### src/logic/slp_pkg.sv
// package: latch layout, select codes and timing constants for the latch programming block
package slp_pkg;

  localparam int WORD_W = 24;

  // two low select bits route a word to a latch
  localparam logic [1:0] SEL_CONTROL   = 2'h0;
  localparam logic [1:0] SEL_REFERENCE = 2'h1;
  localparam logic [1:0] SEL_DIVIDER   = 2'h2;
  localparam logic [1:0] SEL_TEST      = 2'h3;

  // control word field positions
  localparam int CW_PRESCALE_LO   = 22;
  localparam int CW_PD_SYNC       = 21;
  localparam int CW_PD_ARM        = 20;
  localparam int CW_CUR_B_LO      = 17;
  localparam int CW_CUR_A_LO      = 14;
  localparam int CW_LEVEL_LO      = 12;
  localparam int CW_MUTE          = 11;
  localparam int CW_PUMP_GAIN     = 10;
  localparam int CW_PUMP_TRI      = 9;
  localparam int CW_POLARITY      = 8;
  localparam int CW_MUX_LO        = 5;
  localparam int CW_CNT_CLEAR     = 4;
  localparam int CW_CORE_LO       = 2;

  // divider word field positions
  localparam int DW_HALVED_FB     = 23;
  localparam int DW_OUT_HALVE     = 22;
  localparam int DW_PUMP_GAIN     = 21;
  localparam int DW_B_LO          = 8;
  localparam int DW_B_W           = 13;
  localparam int DW_SWALLOW_LO    = 2;
  localparam int DW_SWALLOW_W     = 5;

  // reference word field positions
  localparam int RW_BAND_DIV_LO   = 20;
  localparam int RW_TEST_BIT      = 19;
  localparam int RW_LOCK_SEL      = 18;
  localparam int RW_PULSE_LO      = 16;
  localparam int RW_REF_LO        = 2;
  localparam int RW_REF_W         = 14;

  // reset values
  localparam logic [23:0] WORD_RESET = 24'h000000;

  // synchronous power-down waits for this many reference edges
  localparam logic [1:0] SYNC_PD_EDGES = 2'h2;
  // band selection lasts this many detector cycles
  localparam logic [2:0] BAND_SEL_CYCLES = 3'h5;

  // serial pins as seen by the device
  typedef struct packed {
    logic serialClk;
    logic serialData;
    logic latchStrobe;
  } slp_pins_type;

  // decoded block controls
  typedef struct packed {
    logic        poweredDown;
    logic        countersLoad;
    logic        pumpTristate;
    logic        lockReset;
    logic        outputsHighZ;
    logic        refBufferOff;
    logic        pumpGain;
    logic        bandSelectBusy;
  } slp_ctrl_type;

endpackage

### src/logic/slp_shift_in.sv
// serial front end: pin synchronisers, 24-bit shifter and strobe edge
`timescale 1ns/1ps
module slp_shift_in
  import slp_pkg::*;
#(
  parameter int WIDTH = WORD_W
) (
  input  wire logic             clk_sys,
  input  wire logic             rst_b,
  input  wire logic             clkEn,
  input  wire slp_pins_type     pins,
  output logic [WIDTH-1:0]      shiftWord,
  output logic                  strobeRise
);

  typedef struct packed {
    slp_pins_type     meta;
    slp_pins_type     sync;
    slp_pins_type     last;
    logic [WIDTH-1:0] shift;
  } slp_shift_state_type;

  slp_shift_state_type state_q;
  slp_shift_state_type state_d;

  // meta is only read by sync; edges use sync against last
  always_comb begin
    state_d      = state_q;
    state_d.meta = pins;
    state_d.sync = state_q.meta;
    state_d.last = state_q.sync;
    if (state_q.sync.serialClk && !state_q.last.serialClk) begin
      state_d.shift = {state_q.shift[WIDTH-2:0], state_q.sync.serialData}; // RULE_18
    end
  end

  always_ff @(posedge clk_sys) begin
    if (!rst_b) begin
      state_q <= '0;
    end else if (clkEn) begin
      state_q <= state_d;
    end
  end

  assign shiftWord  = state_q.shift;
  assign strobeRise = clkEn && state_q.sync.latchStrobe && !state_q.last.latchStrobe;

endmodule

### src/logic/slp_latch_program.sv
// latch programming and power-down control of the synthesizer digital core
`timescale 1ns/1ps
// How it works
// [RULE_01] select 00 loads control word: prescale, power-down, pump, level, mux, clear, core
// [RULE_02] select 10 loads divider word: halving bits, pump gain, B and swallow
// [RULE_03] select 01 loads reference word: band divider, test, lock, pulse, R count
// [RULE_04] host writes reference, then control, then divider after power-up
// [RULE_05] first control word after power-up powers the device up
// [RULE_06] host waits 5 ms or 600 us between control and divider; the testbench waits 50 system clocks
// [RULE_07] chip power pin low disables device at once regardless of bits
// [RULE_08] arm bit with sync select clear powers down right after strobe
// [RULE_09] both bits set powers down on second reference edge after strobe
// [RULE_10] power-down forces reference, divider and timeout counters to load
// [RULE_11] power-down puts charge pump in tristate
// [RULE_12] power-down resets digital lock detect to unlocked
// [RULE_13] power-down tristates outputs, removes dc paths, disables reference buffer
// [RULE_14] shifter and latches keep working while powered down
// [RULE_15] pin re-enable with untouched divider relocks without band selection
// [RULE_16] software re-enable with untouched divider relocks in current band
// [RULE_17] host must not change divider while down, else redo sequence
// [RULE_18] shift 24 bits msb first on serial clock, copy on strobe rise
// [RULE_19] divider update starts band selection lasting five detector cycles
// [RULE_20] pump gain follows the latest write from control or divider word
// [RULE_21] counter clear bit holds reference, swallow and B counters reset
// [RULE_22] host writes spare and test bits zero, never selects test latch; the testbench selects the test latch once, to check the word is dropped
// [RULE_23] host holds strobe low while shifting, raises it after last bit
module slp_latch_program
  import slp_pkg::*;
(
  input  wire logic            clk_sys,
  input  wire logic            rst_b,
  input  wire logic            clkEn,
  input  wire slp_pins_type    pins,
  input  wire logic            chipPower,
  input  wire logic            refCountOut,
  input  wire logic            detectorTick,
  output logic [WORD_W-1:0]    controlWord,
  output logic [WORD_W-1:0]    dividerWord,
  output logic [WORD_W-1:0]    referenceWord,
  output slp_ctrl_type         ctrl
);

  typedef enum logic [2:0] {
    PWR_OFF  = 3'b001,
    PWR_ON   = 3'b010,
    PWR_WAIT = 3'b100
  } slp_pwr_type;

  typedef struct packed {
    logic [WORD_W-1:0] ctlWord;
    logic [WORD_W-1:0] divWord;
    logic [WORD_W-1:0] refWord;
    slp_pwr_type       pwr;
    logic [1:0]        edgeCnt;
    logic [2:0]        bandCnt;
    logic              pumpGain;
    logic [1:0]        pinSync;
    logic [1:0]        refSync;
    logic              refLast;
    logic [1:0]        tickSync;
    logic              tickLast;
  } slp_state_type;

  slp_state_type state_q;
  slp_state_type state_d;
  logic [WORD_W-1:0] shiftWord;
  logic              strobeRise;
  logic              chipOn;
  logic              refEdge;
  logic              tickEdge;
  logic              down;

  slp_shift_in #(.WIDTH(WORD_W)) u_shift (
    .clk_sys    (clk_sys),
    .rst_b      (rst_b),
    .clkEn      (clkEn),
    .pins       (pins),
    .shiftWord  (shiftWord),
    .strobeRise (strobeRise)
  );

  // pin inputs read only from second stage
  assign chipOn   = state_q.pinSync[1];
  assign refEdge  = state_q.refSync[1] && !state_q.refLast;
  assign tickEdge = state_q.tickSync[1] && !state_q.tickLast;

  // latch load, power sequencing and band selection
  always_comb begin
    state_d          = state_q;
    state_d.pinSync  = {state_q.pinSync[0], chipPower};
    state_d.refSync  = {state_q.refSync[0], refCountOut};
    state_d.refLast  = state_q.refSync[1];
    state_d.tickSync = {state_q.tickSync[0], detectorTick};
    state_d.tickLast = state_q.tickSync[1];
    // sync power-down counts reference edges after the strobe
    if (state_q.pwr == PWR_WAIT && refEdge) begin
      state_d.edgeCnt = state_q.edgeCnt + 2'h1;
      if (state_q.edgeCnt + 2'h1 == SYNC_PD_EDGES) begin
        state_d.pwr = PWR_OFF; // RULE_09
      end
    end
    // band selection counts detector cycles; frozen while down
    if (state_q.bandCnt != 3'h0 && tickEdge && !down) begin
      state_d.bandCnt = state_q.bandCnt - 3'h1; // RULE_19
    end
    // latches load even while powered down
    if (strobeRise) begin // RULE_14
      case (shiftWord[1:0])
        SEL_CONTROL: begin
          state_d.ctlWord  = shiftWord; // RULE_01
          state_d.pumpGain = shiftWord[CW_PUMP_GAIN]; // RULE_20
          state_d.edgeCnt  = 2'h0;
          if (!shiftWord[CW_PD_ARM]) begin
            state_d.pwr = PWR_ON; // RULE_05 RULE_16
          end else if (!shiftWord[CW_PD_SYNC]) begin
            state_d.pwr = PWR_OFF; // RULE_08
          end else if (state_q.pwr == PWR_ON) begin
            state_d.pwr = PWR_WAIT; // RULE_09
          end else begin
            state_d.pwr = state_q.pwr;
          end
        end
        SEL_DIVIDER: begin
          state_d.divWord  = shiftWord; // RULE_02
          state_d.pumpGain = shiftWord[DW_PUMP_GAIN]; // RULE_20
          state_d.bandCnt  = BAND_SEL_CYCLES; // RULE_19
        end
        SEL_REFERENCE: begin
          state_d.refWord = shiftWord; // RULE_03
        end
        SEL_TEST: begin
          // factory latch contents are not modelled; word dropped
          state_d.refWord = state_q.refWord;
        end
        default: begin
          state_d.refWord = state_q.refWord;
        end
      endcase
    end
  end

  always_ff @(posedge clk_sys) begin
    if (!rst_b) begin
      state_q         <= '0;
      state_q.pwr     <= PWR_OFF;
      state_q.ctlWord <= WORD_RESET;
    end else if (clkEn) begin
      state_q <= state_d;
    end
  end

  // pin low overrides both power-down bits; relock keeps current band
  assign down = !chipOn || state_q.pwr == PWR_OFF; // RULE_07 RULE_15

  // outputs held in flip-flops, effects decoded from power state, pin and latched control bits
  assign controlWord   = state_q.ctlWord;
  assign dividerWord   = state_q.divWord;
  assign referenceWord = state_q.refWord;
  always_comb begin
    ctrl.poweredDown    = down;
    ctrl.countersLoad   = down || state_q.ctlWord[CW_CNT_CLEAR]; // RULE_10 RULE_21
    ctrl.pumpTristate   = down || state_q.ctlWord[CW_PUMP_TRI]; // RULE_11
    ctrl.lockReset      = down; // RULE_12
    ctrl.outputsHighZ   = down; // RULE_13
    ctrl.refBufferOff   = down; // RULE_13
    ctrl.pumpGain       = state_q.pumpGain;
    ctrl.bandSelectBusy = state_q.bandCnt != 3'h0;
  end
endmodule

### config.mk
export PLATFORM = sky130hd
export DESIGN_NAME = slp_latch_program
export DESIGN_NICKNAME = d
export VERILOG_FILES = /design/src/logic/slp_pkg.sv /design/src/logic/slp_shift_in.sv /design/src/logic/slp_latch_program.sv
export SDC_FILE = /design/constraint.sdc
export NUM_CORES = 1
export LEC_CHECK = 0
export BUFFER_PORTS_ARGS = -buffer_cell sky130_fd_sc_hd__buf_2
export CORE_ASPECT_RATIO = 1.25
export CORE_UTILIZATION = 60
export CTS_CLUSTER_SIZE = 40
export DETAILED_ROUTE_END_ITERATION = 6
export PLACE_DENSITY = 0.94
export SLEW_MARGIN = 20
export SYNTH_ARGS = -nofsm -noshare
export SYNTH_HDL_FRONTEND = slang
export SYNTH_SLANG_ARGS = --single-unit
### constraint.sdc
create_clock -name clk_sys -period 4.66 [get_ports clk_sys]
set_input_delay 0.233 -clock clk_sys [delete_from_list [all_inputs] [get_ports clk_sys]]
set_output_delay 0.233 -clock clk_sys [all_outputs]
set_load 0.02 [all_outputs]
# Word-level counts from Yosys, hierarchy flattened
# Index checks and enable logic that the tools add are counted.
[totals]
regBits = 121
latchBits = 0
mem_bits_rw = 0
rom_bits = 0
in_bits = 9
output_inout_bits = 80
mem_count = 0
[classes]
add_sub_neg = 2
multipliers = 0
div_mod_pow = 0
n_lt_le_gt_ge = 0
eq_ne = 7
shift = 0
muxes = 10
n_bitwise = 0
reduce_logical = 26
[op_table]
columns = ["op", "n"]
rows = [
  ["$mux 3", 6],
  ["$reduce_and 3->1", 4],
  ["$mux 5", 2],
  ["$mux 9", 1],
  ["$logic_and 1x1->1", 8],
  ["$logic_not 1->1", 6],
  ["$ne 5x5->1 const B", 1],
  ["$eq 2x2->1 const B", 2],
  ["$reduce_and 2->1", 2],
  ["$eq 3x1->1 const B", 1],
  ["$eq 3x2->1 const B", 1],
  ["$eq 3x3->1 const B", 1],
  ["$logic_or 1x1->1", 3],
  ["$reduce_bool 3->1", 1],
  ["$sub 3x1->3 const B", 1],
  ["$add 2x1->2 const B", 1],
  ["$eq 2x1->1 const B", 1],
  ["$logic_not 2->1", 1],
  ["$pmux 1 s2", 1],
  ["$reduce_bool 2->1", 1],
]

# Logic depth before layout (Yosys ltp)
# Gate-level depths: netlist of run 1.
[logic_depth]
depth_word = 7
depth_mapped = 7

# Hierarchy
# A second synthesis of run 1 with hierarchy kept.
[unflattened]
cells_unflattened = 601
hier_area_um2 = 5441.5
[modules_own_cells]
columns = ["module", "n_inst", "cells_per_inst", "area_per_inst_um2"]
rows = [
  ["slp_latch_program", 1, 470, 4057.6],
  ["slp_shift_in", 1, 131, 1383.8],
]

# Worst setup path after synthesis of run 1
# Ideal clock, no wire load.
[synth_path]
path_type = "reg-to-reg"
startpoint = "register state_q[15] (netlist bit)"
endpoint = "register state_q[16] (netlist bit)"
t_arrival_ns = 1.415
slack_ns = 3.129
path_stages_with_launch = 5
synth_period_minus_slack_ns = 1.531
path_cell_list = "dfxtp_1 -> or3b_1 -> a311oi_2 -> o21ai_1 -> a31o_1"
[synth_via]
elab_chain_len = 5
[synth_rtl]
columns = ["element", "line_no", "rtl"]
rows = [
  ["start, declared", "slp_latch_program.sv:64", "slp_state_type state_q;"],
  ["start signal, assigned", "slp_latch_program.sv:148", "state_q <= state_d;"],
  ["$eq 3x3->1", "slp_latch_program.sv:96", "if (state_q.pwr == PWR_WAIT && refEdge) begin"],
  ["$logic_and 1x1->1", "slp_latch_program.sv:96", ""],
  ["$mux 5", "slp_latch_program.sv:96", ""],
  ["$mux 5", "slp_latch_program.sv:108", "case (shiftWord[1:0])"],
  ["$mux 9", "slp_latch_program.sv:107", "if (strobeRise) begin"],
]
# Parallel ways exist; a longest one is shown, timed or not.
# A chain may end at the register's enable or synchronous reset.

==> flow_metrics.env, run 1 <==
export IMPL_cts_buffer_depth=2
export IMPL_timing_max_slew_rel_slack=0.347
export IMPL_async_reset_ff_frac=0
export IMPL_drt_wl_total_um=10500
export IMPL_floorplan_initialDensity=0.629
export IMPL_cts_hold_buffers=6
export IMPL_placement_io_buffers=88
export IMPL_post_drt_via_cell_ratio=5.39
export IMPL_floorplan_die_area_um2=8630
export IMPL_synth_enable_flop_cells=0
export IMPL_groute_usage_overall=0.244
export IMPL_detail_route_antenna_nets=0
export IMPL_seq_area_frac_synth=0.489
export IMPL_finish_utilization=0.694
export IMPL_criticalPathCategory="reg2out"
export IMPL_critPathSlowestCell="sky130_fd_sc_hd__or3b_2"
export IMPL_setup_viol=0
export IMPL_crit_path_cell_trace="or3b_2 -> nand2_1 -> or2_2 -> buf_2"
export IMPL_insertion_delay_ps=510
export IMPL_cts_max_level=4
export IMPL_synth_lib_cells_used_distinct=34
export IMPL_end_kind="output port"
export IMPL_postSynthNetCount=620
export IMPL_n_antenna_cell=0
export IMPL_clkTransAtPathRegs_ps=60
export IMPL_antenna_found_initial=0
export IMPL_final_max_slew_viol_count=0
export IMPL_reg2reg_slack_ps=2670
export IMPL_wire_length_of_the_first_global_routing_pass_um=16700
export IMPL_num_rows=36
export IMPL_grt_remaining_overflow=0
export IMPL_dieHeight_um=104
export IMPL_power_leakage_nw=2.19
export IMPL_globalplace_congestion=0.795
export IMPL_tritoncts_num_sinks=121
export IMPL_dr_first_iter_drc_count=241
export IMPL_number_of_global_route_vias_before_repair=3599
export IMPL_max_clock_freq_mhz=494
export IMPL_finalSetupTns_ps=0
export IMPL_wl_per_cell_um=14.6
export IMPL_post_route_min_period_ps=2020
export IMPL_drt_pass1_iterations=5
export IMPL_finish_instance_area_um2=5470
export IMPL_yosysWarnings=0
export IMPL_drive_above_1_share=0.212
export IMPL_worst_path_max_fanout=6
export IMPL_detailed_place_area_um2=4810
export IMPL_drv_cap=0
export IMPL_detail_route_drc_violations=0
export IMPL_power_density_cell_area_nw_per_um2=439
export IMPL_synth_main_ff_cell="sky130_fd_sc_hd__dfxtp_1"
export IMPL_worstPathArrival_ps=1790
export IMPL_holdCritPathClass="in2reg"
export IMPL_cp_start_kind="flop"
export IMPL_avgSynthCellArea_um2=8.15
export IMPL_i_o_pin_total=89
export IMPL_synthesis_instances=608
export IMPL_place_detailed_hpwl_um=6520
export IMPL_crit_family="simple AND/OR/NAND/NOR gates"
export IMPL_numCtsBuffers=17
export IMPL_critPathRequiredTime_ps=4430
export IMPL_cts_repair_resize_count=0
export IMPL_tightest_slew_ps=978
export IMPL_via_count=3871
export IMPL_clk_root_buffer_cell="sky130_fd_sc_hd__clkbuf_8"
export IMPL_floorplan_core_area_um2=7880
export IMPL_critPathMaxStageDelay_ps=480
export IMPL_ir_drop_mv=0.339
export IMPL_timing_final_hold_violations=0
export IMPL_grt_setup_unrepaired="no"
export IMPL_postCtsSetupRepairBufs=0
export IMPL_final_setup_skew_ps=6.24
export IMPL_grt_max_degree=71
export IMPL_critical_path_buf_inv_count=1
export IMPL_fp_dieW_um=83.3
export IMPL_tritoncts="done"
export IMPL_min_period_over_period=0.435
export IMPL_area_growth_pct=10.4
export IMPL_run_status="complete, no violations"
export IMPL_nets=622
export IMPL_synth_cell_area_um2=4960
export IMPL_synth_seq_cells=121
final timing paths:
check,start,endpoint,cells after the start
setup / recovery,state_q[16],ctrl[6],4
hold / removal,rst_b,state_q[12],3
setup reg to reg,u_shift.shiftWord[1],referenceWord[4],4
hold reg to reg,referenceWord[14],referenceWord[14],2
cells by family after synthesis:
logic type | after synthesis | share of synthesized area
compound gates | 105 | 0.115
simple gates | 237 | 0.197
fa+ha+maj | 3 | 0.00757
xor+xnor | 2 | 0.00353
buf+inv | 123 | 0.154
mux | 17 | 0.0343
flops | 121 | 0.489
power breakdown:
part            total, W  leakage (nW)  internal (W)  switching, W
logic          0.0000474         0.932     0.0000159     0.0000315
clock network    0.00131         0.280      0.000862      0.000448
registers        0.00105         0.976       0.00104    0.00000408
cell usage in the layout (no fill, tap or decap), types with 2 or more instances in the layout:
cell                            instances
sky130_fd_sc_hd__mux2i_1               17
sky130_fd_sc_hd__nor2_1                25
sky130_fd_sc_hd__xnor2_1                2
sky130_fd_sc_hd__buf_2                 88
sky130_fd_sc_hd__dfxtp_1              121
sky130_fd_sc_hd__nor2_2                 2
sky130_fd_sc_hd__dlygate4sd3_1          6
sky130_fd_sc_hd__clkinvlp_4             5
sky130_fd_sc_hd__buf_4                  2
sky130_fd_sc_hd__clkbuf_16             16
sky130_fd_sc_hd__a211oi_1               3
sky130_fd_sc_hd__nand2b_1               3
sky130_fd_sc_hd__nand2_1              188
sky130_fd_sc_hd__bufinv_16              4
sky130_fd_sc_hd__and3_1                 4
sky130_fd_sc_hd__a21oi_1               93
sky130_fd_sc_hd__nand4bb_1              2
sky130_fd_sc_hd__inv_1                  9
sky130_fd_sc_hd__or2_2                  3
sky130_fd_sc_hd__ha_1                   3
sky130_fd_sc_hd__clkbuf_1               2
sky130_fd_sc_hd__and4bb_2               2
sky130_fd_sc_hd__clkinv_2               5
per-stage QoR:
step | std cells | setup slack [ps] | hold WS (ps) | power [W]
floorplan | 608 | 3130 | 380 | 0.00110
global placement | 680 | 2560 | 443 | 0.00111
detailed placement | 680 | 2470 | 446 | 0.00111
CTS | 718 | 2590 | 35.3 | 0.00241
global route | 718 | 2470 | 76.5 | 0.00246
finish | 718 | 2640 | 53.1 | 0.00240
cell usage after synthesis (all sizes together) (2+ instances only):
cell type  count  area (µm²)
nand4bb        2        22.5
ha             3        37.5
xnor2          2        17.5
a2111oi        2        23.8
o21ai          2        10.0
and3           4        25.0
nand2        188         706
clkbuf        28         105
a21oi         93         465
and4bb         2        25.0
or2            3        18.8
mux2i         17         170
or3b           2        17.5
inv           10        37.5
a211oi         3        22.5
nor2          27         101
dfxtp        121        2420
buf           85         621
nand2b         3        18.8
layer usage:
layer | vias to the layer above | track usage | wire length, µm
met4 | 0 | 0.115 | 238
met2 | 145 | 0.409 | 5270
met1 | 1817 | 0.285 | 4320
met5 | - | 0 | 0
met3 | 24 | 0.0717 | 634
li1 | 1885 | - | -
final cells by class:
| class | instances | area (µm²) |
|---|---|---|
| Clock buffer | 19 | 422 |
| Clock inverter | 13 | 178 |
| Sequential cell | 121 | 2420 |
| Inverter | 10 | 38.8 |
| Fill cell | 563 | 2410 |
| Tap cell | 95 | 119 |
| Multi-Input combinational cell | 364 | 1780 |
| Timing Repair Buffer | 96 | 515 |
flip-flops by register name (all words and copies together) (netlist names):
signal             flops
chipOn                 1
controlWord           24
ctrl                   1
dividerWord           24
referenceWord         24
state_d                5
state_q               10
u_shift.shiftWord     24
u_shift.state_d        6
u_shift.state_q        2
worst reg2reg max path: cells and delay by family (launching register included):
kind | cells | cell delay [ps]
AND/OR/NAND/NOR | 3 | 1360
flip-flops | 1 | 390
AO/OA/AOI/OAI | 1 | 170
No activity file was read; power rests on OpenSTA's default activity.
==> run 2: changes to the inputs <==
--- a/config.mk
+++ b/config.mk
@@ -5,12 +5,13 @@
 export SDC_FILE = /design/constraint.sdc
 export NUM_CORES = 1
 export LEC_CHECK = 0
+export ABC_AREA = 1
 export BUFFER_PORTS_ARGS = -buffer_cell sky130_fd_sc_hd__buf_2
 export CORE_ASPECT_RATIO = 1.25
-export CORE_UTILIZATION = 60
+export CORE_UTILIZATION = 50
 export CTS_CLUSTER_SIZE = 40
 export DETAILED_ROUTE_END_ITERATION = 6
-export PLACE_DENSITY = 0.94
+export PLACE_DENSITY = 0.84
 export SLEW_MARGIN = 20
 export SYNTH_ARGS = -nofsm -noshare
 export SYNTH_HDL_FRONTEND = slang
==> constraint.sdc (replaced) <==
create_clock -name clk_sys -period 1.78 [get_ports clk_sys]
set_input_delay 0.089 -clock clk_sys [delete_from_list [all_inputs] [get_ports clk_sys]]
set_output_delay 0.089 -clock clk_sys [all_outputs]
set_load 0.02 [all_outputs]
==> flow_metrics.env, run 2 <==
export IMPL_synth_seq_cells=121
export IMPL_hold_path_depth=3
export IMPL_end_kind="output port"
export IMPL_final_instance_count_excl_fill=801
export IMPL_drive_above_1_share=0.213
export IMPL_globalRouteMet2Util=0.367
export IMPL_regToRegStartpoint="u_shift.state_d[24]"
export IMPL_critPathSlowestCell="sky130_fd_sc_hd__dfxtp_1"
export IMPL_grt_use_met3=0.0571
export IMPL_dieHeight_um=114
export IMPL_nets=676
export IMPL_cts_max_level=4
export IMPL_avgSynthCellArea_um2=7.77
export IMPL_min_period_over_period=0.912
export IMPL_layout_common_cells="sky130_fd_sc_hd__nor2_1, sky130_fd_sc_hd__dfxtp_1, sky130_fd_sc_hd__o21ai_0"
export IMPL_floorplan_initialDensity=0.518
export IMPL_drt_pass1_iterations=5
export IMPL_timing_critical_path_from="state_q[16]"
export IMPL_grt_max_degree=28
export IMPL_post_synth_top_count_cell="sky130_fd_sc_hd__nor2_1"
export IMPL_crit_end="ctrl[6]"
export IMPL_layout_filler_cells=885
export IMPL_grt_remaining_overflow=0
export IMPL_timing_max_slew_rel_slack=0.553
export IMPL_cts_buffer_depth=2
export IMPL_floorplan_die_area_um2=10500
export IMPL_grt_setup_unrepaired="no"
export IMPL_detail_route_antenna_nets=0
export IMPL_synth_cell_area_um2=5030
export IMPL_tritoncts_num_sinks=121
export IMPL_holdCritPathClass="in2reg"
export IMPL_via_count=4002
export IMPL_synth_enable_flop_cells=0
export IMPL_ir_drop_mv=0.788
export IMPL_numCtsBuffers=17
export IMPL_detail_route_drc_violations=0
export IMPL_critical_path_buf_inv_count=2
export IMPL_synthesis_instances=647
export IMPL_worstPathArrival_ps=1530
export IMPL_antenna_found_initial=0
export IMPL_final_max_slew_viol_count=0
export IMPL_insertion_delay_ps=410
export IMPL_finalSetupTns_ps=0
export IMPL_placement_io_buffers=88
export IMPL_worstSetupPathDepth=5
export IMPL_tightest_slew_ps=669
export IMPL_fraction_of_synthesized_cell_area_taken_by_the_top_area_cell_type=0.482
export IMPL_setup_viol=0
export IMPL_clk_root_buffer_cell="sky130_fd_sc_hd__clkbuf_16"
export IMPL_criticalPathCategory="reg2out"
export IMPL_synth_main_ff_cell="sky130_fd_sc_hd__dfxtp_1"
export IMPL_post_drt_via_cell_ratio=5.00
export IMPL_clkTransAtPathRegs_ps=50
export IMPL_synthDominantAreaCellType="sky130_fd_sc_hd__dfxtp_1"
export IMPL_met1_usage=0.238
export IMPL_globalplace_congestion=0.785
export IMPL_dpl_cell_count=765
export IMPL_yosysWarnings=0
export IMPL_num_rows=40
export IMPL_async_reset_ff_frac=0
export IMPL_reg2reg_slack_ps=290
export IMPL_crit_path_cell_trace="inv_1 -> nand3_1 -> nand2_2 -> or2_2 -> buf_2"
export IMPL_wl_per_cell_um=13.2
export IMPL_number_of_global_route_vias_before_repair=3750
export IMPL_worst_path_max_fanout=8
export IMPL_drt_wl_total_um=10600
export IMPL_place_detailed_hpwl_um=6990
export IMPL_tritoncts="done"
export IMPL_synth_commonest_cells="sky130_fd_sc_hd__nor2_1, sky130_fd_sc_hd__dfxtp_1, sky130_fd_sc_hd__o21ai_0, sky130_fd_sc_hd__buf_4, sky130_fd_sc_hd__nand2_1"
export IMPL_crit_family="simple AND/OR/NAND/NOR gates"
export IMPL_critPathRequiredTime_ps=1690
export IMPL_wire_length_of_the_first_global_routing_pass_um=17300
export IMPL_run_status="complete, no violations"
export IMPL_postSynthNetCount=659
export IMPL_synth_lib_cells_used_distinct=25
export IMPL_final_common_cell="sky130_fd_sc_hd__nor2_1"
export IMPL_power_density_cell_area_nw_per_um2=1100
export IMPL_synth_top_cells_by_area="sky130_fd_sc_hd__dfxtp_1, sky130_fd_sc_hd__nor2_1, sky130_fd_sc_hd__buf_4"
export IMPL_floorplan_core_area_um2=9710
export IMPL_fp_dieW_um=91.7
export IMPL_critical_path_reg2reg_endpoint="referenceWord[20]"
export IMPL_max_clock_freq_mhz=616
export IMPL_power_leakage_nw=2.53
export IMPL_n_antenna_cell=0
export IMPL_i_o_pin_total=89
export IMPL_groute_usage_overall=0.211
export IMPL_dr_first_iter_drc_count=234
export IMPL_final_setup_skew_ps=5.16
export IMPL_worst_r2r_path_depth=6
export IMPL_timing_final_hold_violations=0
export IMPL_drv_cap=0
export IMPL_area_growth_pct=10.4
export IMPL_seq_area_frac_synth=0.482
export IMPL_critPathMaxStageDelay_ps=370
export IMPL_global_route_peak_usage_layer="met2"
export IMPL_cp_start_kind="flop"
export IMPL_post_route_min_period_ps=1620
## run 2: worst min path at each step
stage,end,slack (ps),startpoint
after floorplan,state_d[2],220,detectorTick
after global placement,state_d[5],320,refCountOut
after detailed placement,state_d[2],320,detectorTick
after CTS,u_shift.state_q[24],30,clkEn
after global routing,u_shift.state_q[24],60,clkEn
final,u_shift.state_q[24],40,clkEn
## run 2: report_power, final
part / switching (W) / leakage (nW) / internal [W]
clock network: 0.00114 / 0.247 / 0.00173
logic: 0.000245 / 1.31 / 0.000137
registers: 0.0000640 / 0.982 / 0.00280
total: 0.00145 / 2.53 / 0.00466
## run 2: through the flow
step                area, µm²   util  worst slack, ps  total power, W  hold slack (ps)
floorplan                5030      -              386         0.00321              224
finish                   5550  0.572              158         0.00611             40.4
detailed placement       4990  0.514              319         0.00328              319
CTS                      5550  0.571             63.9         0.00615             27.0
global route             5550  0.572             63.2         0.00632             56.5
global placement         4990  0.514              461         0.00327              317
## run 2: area by class of cell
cell class	count	area [µm²]	share of cell area
well taps	126	158	0.0284
clock inverters	11	60.1	0.0108
multi-input cells	385	1730	0.311
flip-flops and latches	121	2420	0.436
clock buffers	19	433	0.0780
inverters	33	124	0.0223
repair buffers	106	628	0.113
## run 2: repair_timing
| item | 4_1_cts | 5_1_grt |
|---|---|---|
| setup buffers | 0 | 0 |
| hold buffers | 6 | 0 |
| endpoints found under the setup margin | 0 | 2 |
| resized for setup | 0 | 1 |
| hold endpoints to repair | 6 | 0 |
## run 2: logic make-up after synthesis
kind of cell	Yosys count	synth area share
AOI/OAI and AO/OA	130	0.131
adders and majority gates	3	0.00747
and+or+nand+nor	252	0.204
DFF	121	0.482
buffers and inverters	141	0.175
## run 2: per-layer routing
layer | vias up | part of all wire
met5 | - | 0
li1 | 2018 | -
met2 | 121 | 0.51
met3 | 18 | 0.051
met1 | 1845 | 0.42
met4 | 0 | 0.019
## run 2: worst reg2reg max path, cell delays in order (launching register included)
cell                      delay [ps]
sky130_fd_sc_hd__dfxtp_1         370
sky130_fd_sc_hd__nand2_2          90
sky130_fd_sc_hd__nor2_4          140
sky130_fd_sc_hd__nand3_2         100
sky130_fd_sc_hd__inv_2           380
sky130_fd_sc_hd__o21ai_0         180
sky130_fd_sc_hd__a21oi_1         160
==> run 3: changes to the inputs <==
--- a/config.mk
+++ b/config.mk
@@ -7,7 +7,8 @@
 export LEC_CHECK = 0
 export ABC_AREA = 1
 export BUFFER_PORTS_ARGS = -buffer_cell sky130_fd_sc_hd__buf_2
-export CORE_ASPECT_RATIO = 1.25
+export CORE_ASPECT_RATIO = 1.5
+export CORE_MARGIN = 2
 export CORE_UTILIZATION = 50
 export CTS_CLUSTER_SIZE = 40
 export DETAILED_ROUTE_END_ITERATION = 6
@@ -16,3 +17,4 @@
 export SYNTH_ARGS = -nofsm -noshare
 export SYNTH_HDL_FRONTEND = slang
 export SYNTH_SLANG_ARGS = --single-unit
+export TNS_END_PERCENT = 10
==> flow_metrics.env, run 3 (synthesis gave the netlist of run 2 again) <==
export IMPL_final_max_slew_viol_count=0
export IMPL_groute_usage_overall=0.199
export IMPL_postCtsSetupRepairBufs=0
export IMPL_dieHeight_um=127
export IMPL_ir_drop_mv=0.761
export IMPL_detailed_place_area_um2=4940
export IMPL_i_o_pin_total=89
export IMPL_finalSetupTns_ps=0
export IMPL_wire_length_of_the_first_global_routing_pass_um=17100
export IMPL_floorplan_die_area_um2=10900
export IMPL_critPathSlowestCell="sky130_fd_sc_hd__dfxtp_1"
export IMPL_cts_max_level=4
export IMPL_critPathMaxStageDelay_ps=380
export IMPL_setup_slack_ps=129
export IMPL_n_antenna_cell=0
export IMPL_layout_common_cells="sky130_fd_sc_hd__nor2_1, sky130_fd_sc_hd__dfxtp_1, sky130_fd_sc_hd__o21ai_0"
export IMPL_dr_first_iter_drc_count=315
export IMPL_final_common_cell="sky130_fd_sc_hd__nor2_1"
export IMPL_tritoncts="done"
export IMPL_power_density_cell_area_nw_per_um2=1190
export IMPL_area_growth_pct=11.6
export IMPL_grt_setup_unrepaired="no"
export IMPL_antenna_found_initial=0
export IMPL_clkTransAtPathRegs_ps=50
export IMPL_min_period_over_period=0.927
export IMPL_post_route_min_period_ps=1650
export IMPL_fp_dieW_um=85.9
export IMPL_globalplace_congestion=0.849
export IMPL_end_kind="output port"
export IMPL_totalPowerFinal_w=0.00668
export IMPL_detail_route_antenna_nets=0
export IMPL_num_rows=44
export IMPL_tritoncts_num_sinks=121
export IMPL_clk_root_buffer_cell="sky130_fd_sc_hd__clkbuf_16"
export IMPL_nets=676
export IMPL_floorplan_initialDensity=0.516
export IMPL_via_count=4038
export IMPL_critPathRequiredTime_ps=1690
export IMPL_drt_wl_total_um=10700
export IMPL_critical_path_buf_inv_count=2
export IMPL_violations_in_the_final_reports="DRC"
export IMPL_number_of_global_route_vias_before_repair=3746
export IMPL_crit_path_cell_trace="inv_1 -> nand3_1 -> nand2_2 -> or2_2 -> buf_2"
export IMPL_detail_route_drc_violations=7
export IMPL_finish_instance_area_um2=5610
export IMPL_final_setup_skew_ps=5.81
export IMPL_grt_remaining_overflow=0
export IMPL_max_clock_freq_mhz=606
export IMPL_grt_max_degree=41
export IMPL_drt_pass1_iterations=7
export IMPL_criticalPathCategory="reg2out"
export IMPL_drv_cap=0
export IMPL_setup_viol=0
export IMPL_cts_buffer_depth=2
export IMPL_worstPathArrival_ps=1560
export IMPL_final_instance_count_excl_fill=791
export IMPL_timing_final_hold_violations=0
export IMPL_run_status="finished with violations"
export IMPL_drive_above_1_share=0.216
export IMPL_floorplan_core_area_um2=9740
export IMPL_numCtsBuffers=17
export IMPL_post_drt_via_cell_ratio=5.10
export IMPL_power_leakage_nw=2.56
export IMPL_place_ws_ps=341
export IMPL_timing_max_slew_rel_slack=0.562
export IMPL_dpl_cell_count=753
export IMPL_place_detailed_hpwl_um=7220
export IMPL_worst_path_max_fanout=8
export IMPL_placement_io_buffers=88
export IMPL_layout_filler_cells=836
export IMPL_insertion_delay_ps=410
export IMPL_tightest_slew_ps=656
export IMPL_holdCritPathClass="in2reg"
export IMPL_crit_family="simple AND/OR/NAND/NOR gates"
export IMPL_wl_per_cell_um=13.5
export IMPL_cp_start_kind="flop"
-- run 3: cell count changes in the layout (fill, tap and decap cells not counted), sizes merged --
| cell | delta |
|---|---|
| bufinv | +3 |
| clkinv | -3 |
| dlygate4sd3 | +1 |
| buf | -1 |
| clkinvlp | +1 |
-- run 3: area by class of cell --
cell class                 count  area, µm²  share of cell area
sequential                   121       2420               0.432
multi-input combinational    385       1730               0.307
timing repair buffer         106        593               0.106
clock buffer                  19        453              0.0807
clock inverter                12        150              0.0268
tap                          115        144              0.0256
inverter                      33        124              0.0221
-- run 3: path summary, 6_finish.rpt --
path | end | start | slack [ps] | cells past startpoint
worst min register to register | controlWord[0] | controlWord[0] | 430 | 2
worst min-delay path | state_q[14] | rst_b | 50 | 2
worst max register to register | referenceWord[20] | u_shift.state_d[24] | 290 | 6
worst max-delay path | ctrl[6] | state_q[16] | 130 | 5
-- run 3: timing repair --
item / 4_1_cts / 5_1_grt
hold buffers: 7 / 0
setup endpoints to repair: 0 / 2
endpoints found under the hold margin: 7 / 0
resized for setup: 0 / 1
-- run 3: report_power, final --
| group | total, W | leakage, nW | switching [W] | internal (W) |
|---|---|---|---|---|
| logic | 0.000369 | 1.29 | 0.000242 | 0.000127 |
| registers | 0.00286 | 0.982 | 0.0000647 | 0.00280 |
| clock network | 0.00345 | 0.291 | 0.00119 | 0.00226 |
| total | 0.00668 | 2.56 | 0.00150 | 0.00518 |
-- run 3: per-stage QoR --
stage / hold slack [ps] / util
6_report: 48.2 / 0.576
2_1_floorplan: 224 / -
3_3_place_gp: 318 / 0.507
5_1_grt: 59.0 / 0.576
4_1_cts: 37.4 / 0.576
3_5_place_dp: 320 / 0.507
-- run 3: per-layer routing --
layer / share of wire / vias up / wire (µm) / track usage
met2: 0.53 / 115 / 5630 / 0.347
li1: - / 2014 / - / -
met1: 0.41 / 1887 / 4340 / 0.219
met5: 0 / - / 0 / 0
met4: 0.023 / 0 / 246 / 0.0934
met3: 0.046 / 22 / 491 / 0.0579
